==> src/serial_pin_pkg.sv <==
// constants for the serial pin port and overrun status block
package serial_pin_pkg;

  // ==========================================================
  // register map (byte addresses)
  localparam logic [11:0] PORT_CTRL_OFS = 12'h000;
  localparam logic [11:0] LINE_STATUS_OFS = 12'h004;
  localparam logic [11:0] ENABLES_OFS = 12'h008;
  localparam int DEC_W = 12;

  // ==========================================================
  // port control fields
  localparam int RTS_DIR_BIT = 7;
  localparam int RTS_DATA_BIT = 6;
  localparam int CTS_DIR_BIT = 5;
  localparam int CTS_DATA_BIT = 4;
  localparam int BRK_DIR_BIT = 1;
  localparam int BRK_DATA_BIT = 0;

  // line status and enable fields
  localparam int OVERRUN_BIT = 0;
  localparam int TE_BIT = 0;
  localparam int RE_BIT = 1;
  localparam int MCE_BIT = 3;

  // ==========================================================
  // reset values and levels
  localparam logic CTRL_RESET = 1'b0;
  localparam logic MODEM_OFF_LEVEL = 1'b0;
  localparam logic SYNC_RESET = 1'b0;

  // ==========================================================
  // receive fifo
  localparam int RX_COUNT_W = 5;
  localparam logic [RX_COUNT_W-1:0] RX_FIFO_FULL = 5'h10;

  // ==========================================================
  // axi4-lite
  localparam int DATA_W = 32;
  localparam logic [1:0] RESP_OKAY = 2'h0;
  localparam logic [1:0] RESP_SLVERR = 2'h2;

endpackage

==> src/pin_sync3.sv <==
// three-stage pin synchroniser with agreement filter
`timescale 1ns/100ps
`default_nettype none
module pin_sync3 #(
  parameter int WIDTH = 3
) (
  input wire logic aclk,
  input wire logic aresetn,
  input wire logic ce,
  input wire logic [WIDTH-1:0] async_in,
  output logic [WIDTH-1:0] level
);
  import serial_pin_pkg::*;

  initial begin
    if (WIDTH < 1) $error("pin_sync3: WIDTH must be at least 1");
  end

  genvar i;
  generate
    for (i = 0; i < WIDTH; i++) begin : g_bit
      logic s1, s2, s3, lvl;
      logic next_lvl;
      // first stage is read only by the second
      always_comb begin
        next_lvl = (s2 == s3) ? s3 : lvl;
      end
      always_ff @(posedge aclk) begin
        if (!aresetn) begin
          s1 <= SYNC_RESET;
          s2 <= SYNC_RESET;
          s3 <= SYNC_RESET;
          lvl <= SYNC_RESET;
        end else if (ce) begin
          s1 <= async_in[i];
          s2 <= s1;
          s3 <= s2;
          lvl <= next_lvl;
        end
      end
      assign level[i] = lvl;
    end
  endgenerate
endmodule // pin_sync3
`default_nettype wire

==> src/serial_pin_port.sv <==
// serial pin port control and receive overrun status, axi4-lite slave
`timescale 1ns/100ps
`default_nettype none
module serial_pin_port #(
  parameter int ADDR_W = 12
) (
  input wire logic aclk,
  input wire logic aresetn,
  input wire logic ce,
  // axi4-lite slave
  input wire logic [ADDR_W-1:0] s_axi_awaddr,
  input wire logic s_axi_awvalid,
  output logic s_axi_awready,
  input wire logic [serial_pin_pkg::DATA_W-1:0] s_axi_wdata,
  input wire logic [serial_pin_pkg::DATA_W/8-1:0] s_axi_wstrb,
  input wire logic s_axi_wvalid,
  output logic s_axi_wready,
  output logic [1:0] s_axi_bresp,
  output logic s_axi_bvalid,
  input wire logic s_axi_bready,
  input wire logic [ADDR_W-1:0] s_axi_araddr,
  input wire logic s_axi_arvalid,
  output logic s_axi_arready,
  output logic [serial_pin_pkg::DATA_W-1:0] s_axi_rdata,
  output logic [1:0] s_axi_rresp,
  output logic s_axi_rvalid,
  input wire logic s_axi_rready,
  // pins
  input wire logic request_to_send_pin_in,
  output logic request_to_send_pin_out,
  output logic request_to_send_pin_oe_n,
  input wire logic clear_to_send_pin_in,
  output logic clear_to_send_pin_out,
  output logic clear_to_send_pin_oe_n,
  output logic transmit_data_pin,
  input wire logic receive_data_pin,
  // frame engine side
  input wire logic tx_serial_level,
  input wire logic rts_handshake_level,
  output logic cts_handshake_level,
  input wire logic rx_char_done,
  input wire logic [serial_pin_pkg::RX_COUNT_W-1:0] rx_fifo_count,
  output logic rx_char_accept,
  output logic transmit_enable_bit,
  output logic receive_enable_bit,
  output logic modem_control_enable
);
  import serial_pin_pkg::*;

  initial if (ADDR_W < DEC_W) $error("ADDR_W below decode width");

  // ==========================================================
  // control state
  logic rts_port_direction, rts_port_data;
  logic cts_port_direction, cts_port_data;
  logic break_port_direction, break_port_data;
  logic overrun_flag, overrun_read_seen, next_overrun, next_read_seen;
  logic next_rts_dir, next_rts_data, next_cts_dir, next_cts_data;
  logic next_brk_dir, next_brk_data, next_te, next_re, next_mce;

  // pin drive registers
  logic next_rts_out, next_rts_oe_n, next_cts_out, next_cts_oe_n;
  logic next_txd, next_cts_hs;

  // bus state
  logic aw_held, w_held;
  logic [DEC_W-1:0] wr_addr, next_wr_addr;
  logic [DATA_W-1:0] wr_data, next_wr_data, next_rdata;
  logic [DATA_W/8-1:0] wr_strb, next_wr_strb;
  logic next_aw_held, next_w_held, next_bvalid, next_rvalid;
  logic [1:0] next_bresp, next_rresp;

  logic do_write, rd_take, wr_port, wr_status, wr_enables;
  logic ovr_set, ovr_clear, rd_status_hit;
  logic [2:0] pin_level;
  logic rts_level, cts_level, rxd_level;
  logic [DEC_W-1:0] rd_addr;

  // ==========================================================
  // pin synchronisers
  pin_sync3 #(.WIDTH(3)) u_sync (.aclk(aclk), .aresetn(aresetn), .ce(ce),
    .async_in({request_to_send_pin_in, clear_to_send_pin_in,
               receive_data_pin}),
    .level(pin_level));
  assign rts_level = pin_level[2];
  assign cts_level = pin_level[1];
  assign rxd_level = pin_level[0];

  // ==========================================================
  // axi4-lite handshakes
  // ready gated by ce so nothing is taken while frozen
  assign s_axi_awready = ce && !aw_held && !s_axi_bvalid;
  assign s_axi_wready = ce && !w_held && !s_axi_bvalid;
  assign s_axi_arready = ce && !s_axi_rvalid;
  assign do_write = aw_held && w_held && !s_axi_bvalid;
  assign rd_take = s_axi_arvalid && s_axi_arready;
  assign rd_addr = s_axi_araddr[DEC_W-1:0];
  assign wr_port = do_write && wr_addr == PORT_CTRL_OFS && wr_strb[0];
  assign wr_status = do_write && wr_addr == LINE_STATUS_OFS && wr_strb[0];
  assign wr_enables = do_write && wr_addr == ENABLES_OFS && wr_strb[0];
  assign rd_status_hit = rd_take && rd_addr == LINE_STATUS_OFS;

  always_comb begin
    next_aw_held = aw_held;
    next_w_held = w_held;
    next_wr_addr = wr_addr;
    next_wr_data = wr_data;
    next_wr_strb = wr_strb;
    next_bvalid = s_axi_bvalid;
    next_bresp = s_axi_bresp;
    next_rvalid = s_axi_rvalid;
    next_rdata = s_axi_rdata;
    next_rresp = s_axi_rresp;
    if (s_axi_awvalid && s_axi_awready) begin
      next_aw_held = 1'b1;
      next_wr_addr = s_axi_awaddr[DEC_W-1:0];
    end
    if (s_axi_wvalid && s_axi_wready) begin
      next_w_held = 1'b1;
      next_wr_data = s_axi_wdata;
      next_wr_strb = s_axi_wstrb;
    end
    if (do_write) begin
      next_aw_held = 1'b0;
      next_w_held = 1'b0;
      next_bvalid = 1'b1;
      case (wr_addr)
        PORT_CTRL_OFS, LINE_STATUS_OFS, ENABLES_OFS: next_bresp = RESP_OKAY;
        default: next_bresp = RESP_SLVERR;
      endcase
    end else if (s_axi_bvalid && s_axi_bready) begin
      next_bvalid = 1'b0;
    end
    if (rd_take) begin
      next_rvalid = 1'b1;
      next_rdata = '0;
      next_rresp = RESP_OKAY;
      case (rd_addr)
        PORT_CTRL_OFS: begin
          next_rdata[RTS_DIR_BIT] = rts_port_direction;
          next_rdata[RTS_DATA_BIT] = rts_level;
          next_rdata[CTS_DIR_BIT] = cts_port_direction;
          next_rdata[CTS_DATA_BIT] = cts_level;
          next_rdata[BRK_DIR_BIT] = break_port_direction;
          next_rdata[BRK_DATA_BIT] = rxd_level;
        end
        LINE_STATUS_OFS: next_rdata[OVERRUN_BIT] = overrun_flag;
        ENABLES_OFS: begin
          next_rdata[TE_BIT] = transmit_enable_bit;
          next_rdata[RE_BIT] = receive_enable_bit;
          next_rdata[MCE_BIT] = modem_control_enable;
        end
        default: next_rresp = RESP_SLVERR;
      endcase
    end else if (s_axi_rvalid && s_axi_rready) begin
      next_rvalid = 1'b0;
    end
  end

  // ==========================================================
  // port control register, writable at any time
  always_comb begin
    next_rts_dir = rts_port_direction;
    next_rts_data = rts_port_data;
    next_cts_dir = cts_port_direction;
    next_cts_data = cts_port_data;
    next_brk_dir = break_port_direction;
    next_brk_data = break_port_data;
    next_te = transmit_enable_bit;
    next_re = receive_enable_bit;
    next_mce = modem_control_enable;
    if (wr_port) begin
      next_rts_dir = wr_data[RTS_DIR_BIT];
      next_rts_data = wr_data[RTS_DATA_BIT];
      next_cts_dir = wr_data[CTS_DIR_BIT];
      next_cts_data = wr_data[CTS_DATA_BIT];
      next_brk_dir = wr_data[BRK_DIR_BIT];
      next_brk_data = wr_data[BRK_DATA_BIT];
    end
    if (wr_enables) begin
      next_te = wr_data[TE_BIT];
      next_re = wr_data[RE_BIT];
      next_mce = wr_data[MCE_BIT];
    end
  end

  // ==========================================================
  // pin drive, computed from next state so pins follow writes at once
  always_comb begin
    next_rts_oe_n = 1'b0;
    next_cts_oe_n = !next_cts_dir;
    next_cts_out = next_cts_data;
    if (next_rts_dir) begin
      next_rts_out = next_rts_data;
    end else if (next_mce) begin
      next_rts_out = rts_handshake_level;
    end else begin
      next_rts_out = MODEM_OFF_LEVEL;
    end
    // port data only when direction set, otherwise transmitter owns txd
    next_txd = next_brk_dir ? next_brk_data : tx_serial_level;
    // with handshake off the cts input reads as MODEM_OFF_LEVEL (low), not the pin
    next_cts_hs = next_mce ? cts_level : MODEM_OFF_LEVEL;
  end

  // ==========================================================
  // overrun flag
  // the clear needs a prior read of 1, so a stale 0 write cannot drop it
  assign ovr_set = rx_char_done && receive_enable_bit
                   && rx_fifo_count == RX_FIFO_FULL;
  assign ovr_clear = wr_status && !wr_data[OVERRUN_BIT]
                     && overrun_read_seen;
  // full fifo or pending overrun: character is dropped
  assign rx_char_accept = ce && rx_char_done && receive_enable_bit
                          && !overrun_flag
                          && rx_fifo_count != RX_FIFO_FULL;

  always_comb begin
    // set wins over clear; receive enable plays no part in clearing
    next_overrun = ovr_set || (overrun_flag && !ovr_clear);
    next_read_seen = next_overrun && !ovr_clear
                     && (overrun_read_seen || (rd_status_hit && overrun_flag));
  end

  // ==========================================================
  // registers; only reset clears them, standby has no effect
  always_ff @(posedge aclk) begin
    if (!aresetn) begin
      rts_port_direction <= CTRL_RESET;
      rts_port_data <= CTRL_RESET;
      cts_port_direction <= CTRL_RESET;
      cts_port_data <= CTRL_RESET;
      break_port_direction <= CTRL_RESET;
      break_port_data <= CTRL_RESET;
      transmit_enable_bit <= CTRL_RESET;
      receive_enable_bit <= CTRL_RESET;
      modem_control_enable <= CTRL_RESET;
      overrun_flag <= CTRL_RESET;
      overrun_read_seen <= CTRL_RESET;
      request_to_send_pin_out <= MODEM_OFF_LEVEL;
      request_to_send_pin_oe_n <= 1'b0;
      clear_to_send_pin_out <= CTRL_RESET;
      clear_to_send_pin_oe_n <= 1'b1;
      transmit_data_pin <= 1'b1;
      cts_handshake_level <= MODEM_OFF_LEVEL;
      aw_held <= 1'b0;
      w_held <= 1'b0;
      wr_addr <= '0;
      wr_data <= '0;
      wr_strb <= '0;
      s_axi_bvalid <= 1'b0;
      s_axi_bresp <= RESP_OKAY;
      s_axi_rvalid <= 1'b0;
      s_axi_rdata <= '0;
      s_axi_rresp <= RESP_OKAY;
    end else if (ce) begin
      rts_port_direction <= next_rts_dir;
      rts_port_data <= next_rts_data;
      cts_port_direction <= next_cts_dir;
      cts_port_data <= next_cts_data;
      break_port_direction <= next_brk_dir;
      break_port_data <= next_brk_data;
      transmit_enable_bit <= next_te;
      receive_enable_bit <= next_re;
      modem_control_enable <= next_mce;
      overrun_flag <= next_overrun;
      overrun_read_seen <= next_read_seen;
      request_to_send_pin_out <= next_rts_out;
      request_to_send_pin_oe_n <= next_rts_oe_n;
      clear_to_send_pin_out <= next_cts_out;
      clear_to_send_pin_oe_n <= next_cts_oe_n;
      transmit_data_pin <= next_txd;
      cts_handshake_level <= next_cts_hs;
      aw_held <= next_aw_held;
      w_held <= next_w_held;
      wr_addr <= next_wr_addr;
      wr_data <= next_wr_data;
      wr_strb <= next_wr_strb;
      s_axi_bvalid <= next_bvalid;
      s_axi_bresp <= next_bresp;
      s_axi_rvalid <= next_rvalid;
      s_axi_rdata <= next_rdata;
      s_axi_rresp <= next_rresp;
    end
  end
endmodule // serial_pin_port
`default_nettype wire

==> config.mk <==
export PLATFORM = sky130hd
export DESIGN_NAME = serial_pin_port
export DESIGN_NICKNAME = d
export VERILOG_FILES = /design/src/serial_pin_pkg.sv /design/src/pin_sync3.sv /design/src/serial_pin_port.sv
export SDC_FILE = /design/constraint.sdc
export NUM_CORES = 1
export LEC_CHECK = 0
export BUFFER_PORTS_ARGS = -buffer_cell sky130_fd_sc_hd__buf_2
export CORE_ASPECT_RATIO = 0.9
export CORE_MARGIN = 1.5
export CORE_UTILIZATION = 46
export CTS_BUF_LIST = sky130_fd_sc_hd__clkbuf_4 sky130_fd_sc_hd__clkbuf_8 sky130_fd_sc_hd__clkbuf_16
export CTS_CLUSTER_SIZE = 16
export DETAILED_ROUTE_END_ITERATION = 8
export PLACE_DENSITY = 0.88
export SLEW_MARGIN = 25
export SYNTH_ARGS = -nofsm -noshare
export SYNTH_HDL_FRONTEND = slang
export SYNTH_SLANG_ARGS = --single-unit
==> constraint.sdc <==
create_clock -name aclk -period 2.2 [get_ports aclk]
set_input_delay 0.44 -clock aclk [delete_from_list [all_inputs] [get_ports aclk]]
set_output_delay 0.44 -clock aclk [all_outputs]
set_load 0.005 [all_outputs]
==> impl_metrics.ini <==
[global_route]
antenna_found_initial = 0
grt_max_degree = 34
grt_overflow_total = 0
grt.total_usage_pct = 20.6
first_global_vias = 2266
grt_pass1_wl_mm = 10.1

[critical_path]
cp_max_fo = 3
critPathCaptureType = flop
worstSetupPathType = flop to flop
worstPathArrival_ns = 2.28
cp.required_ns = 2.41
crit_path_start_kind = flop
reg2reg_depth = 6

[logic_synthesis]
synth-async-reset-ratio_pct = 0
synthFlopType = dfxtp_1
netlist.area_leader.share_pct = 45.1
syn_inst = 317
synth-edff-count = 0
synth_seq_cells = 60
synth_top_cell_by_area = dfxtp_1
yosys-top-cells-count = 60 x dfxtp_1, 56 x nand2_1, 36 x nor2_1, 33 x a21oi_1, 28 x buf_4
ys_seq_area_share_pct = 45.1
post-synth-top-count-cell = dfxtp_1
syn_area_per_cell_sq_um = 8.41
ys_top_cells_by_area = dfxtp_1 45%, buf_4 7.9%, nand2_1 7.9%
yosysWarningCount = 0
synth.distinct_cells = 43
synth_area_sq_mm = 0.00267

[drt]
vias_per_cell = 5.24
antenna_left = 0
drtPass1Iterations = 4
wl_per_cell_microns = 13.2
num_vias = 2478
drc = 0
routed_wl_mm = 6.22
drtIter0Drc = 161

[timing]
min_period_over_period_pct = 93.7
rsz0062_at_grt = false
tightest_slew_ns = 0.657
fmax_mhz = 485
fin_worst_skew_ns = 0.00910
maxSlewViolCount = 0
fin_crit_ns = 2.06
setup_viol = 0
finalSetupTns_ns = 0
hold_viol = 0
slew_headroom_pct = 55.1

[pwr]
clkPwrFrac_pct = 44.0
ir_drop_uv = 456
seq_power_share_pct = 46.9
power_w = 0.00244
p_sw_share_pct = 24.3
power_density_mw_per_mm2 = 750
combPwrFrac_pct = 9.0
power.internal_w = 0.00184
p_leak_nw = 1.50
switching_power_w = 0.000593

[clock_network]
cts_resized = 0
cts_made_buffers = 9
clock_path_buffers = 2
htreeDepth = 3
cts_root_buffer = clkbuf_8
insertion_delay_ns = 0.34
clk_pin_slew_worst_paths_ns = 0.07
post_cts_buffers = 0
tritoncts = built
holdBufCountCts = 0
clock_sinks = 60

[worst_hold_path]
hold_depth = 3
hold_class = input pin to flop

[die]
die_area_sq_mm = 0.00626
rows = 26
core_area_sq_mm = 0.00563
pin_count = 130
die_h_microns = 75.2
die_width_microns = 83.2
start_util_pct = 47.4

[final_layout]
drive_above_1_share_pct = 26.3
nNetsFinal = 477
diodes = 0
areaGrowthSynthToFinish_pct = 22.0

[placed_design]
gp_congestion = 0.800
io_buffers = 73
hpwl_mm = 4.55

[run]
drv_cap = 0

[outcome]
outcome = finished clean
-- area by class of cell --
cell class	instances	area, sq um
Multi-Input combinational cell	239	1290
Timing Repair Buffer	82	433
Clock inverter	7	91.3
Inverter	6	22.5
Tap cell	70	87.6
Sequential cell	60	1200
Clock buffer	9	124
Fill cell	543	2380
-- sequential cells by signal, indices dropped and copies added (netlist names), 3 cells and up --
signal	cells
s_axi_rdata	7
u_sync.g_bit.lvl	3
u_sync.g_bit.s1	3
u_sync.g_bit.s2	3
u_sync.g_bit.s3	3
wr_addr	12
wr_data	7
-- power groups by stage --
stage | clock network (W) | logic [W] | registers (W)
finish | 0.00107 | 0.000220 | 0.00114
floorplan | 0 | 0.000160 | 0.00116
global placement | 0 | 0.000211 | 0.00117
global route | 0.00113 | 0.000248 | 0.00115
CTS | 0.00109 | 0.000220 | 0.00114
detailed placement | 0 | 0.000218 | 0.00117
-- cell families (layout without fill, tap and decap cells) --
| group | after synthesis | count (layout) | synth area share (%) |
|---|---|---|---|
| AND/OR/NAND/NOR | 130 | 130 | 23.4 |
| AO/OA/AOI/OAI | 61 | 61 | 13.6 |
| flip-flops | 60 | 60 | 45.1 |
| buffers and inverters | 45 | 104 | 10.3 |
| multiplexers | 20 | 20 | 7.51 |
| other | 1 | 28 | 0.141 |
-- path summary, 6_finish.rpt --
check                                             start                                to  slack [ns]
worst min-delay path                     s_axi_wdata[3]           wr_data[3]$_SDFFE_PN0P_        0.34
worst max-delay path            wr_addr[7]$_SDFFE_PN0P_  cts_handshake_level$_SDFFE_PN0P_        0.14
worst min register to register  wr_data[4]$_SDFFE_PN0P_           wr_data[4]$_SDFFE_PN0P_        0.46
worst max register to register  wr_addr[7]$_SDFFE_PN0P_  cts_handshake_level$_SDFFE_PN0P_        0.14
-- layout by cell type, fill, tap and decap left out, types with 4 or more instances in the layout --
cell type / count
a21oi_1: 33
a22oi_1: 5
and3_1: 4
buf_2: 73
buf_4: 9
clkbuf_8: 9
conb_1: 28
dfxtp_1: 60
inv_1: 5
mux2i_1: 20
nand2_1: 56
nand3_1: 6
nor2_1: 36
nor3_1: 4
nor4_1: 4
o21ai_0: 6
-- stage by stage --
stage / instance area [sq um] / std cells / setup slack, ns / utilization, % / hold slack, ns
after floorplan: 2770 / 344 / 0.226 / - / 0.436
after global placement: 3040 / 457 / 0.201 / 53.9 / 0.443
after detailed placement: 3040 / 457 / 0.169 / 53.9 / 0.455
after CTS: 3250 / 473 / 0.152 / 57.8 / 0.315
after global routing: 3250 / 473 / 0.0575 / 57.8 / 0.334
final: 3250 / 473 / 0.138 / 57.8 / 0.337
-- critical path, cell delays in order, from the launching register on --
cell and delay [ns]:
dfxtp_1 0.31, or4_4 0.58, nor4_2 0.42, mux2i_1 0.27, buf_4 0.15, a2bb2oi_1 0.15, nor2_1 0.06
-- layer usage --
metal  part of all wire [%]  global-route usage, %  routed length, microns
met5                      0                      0                       0
met4                    2.8                   13.0                     172
met3                    7.6                   4.06                     472
met2                     47                   35.0                    2920
met1                     43                   24.6                    2660
(Power assumes the default switching activity.)
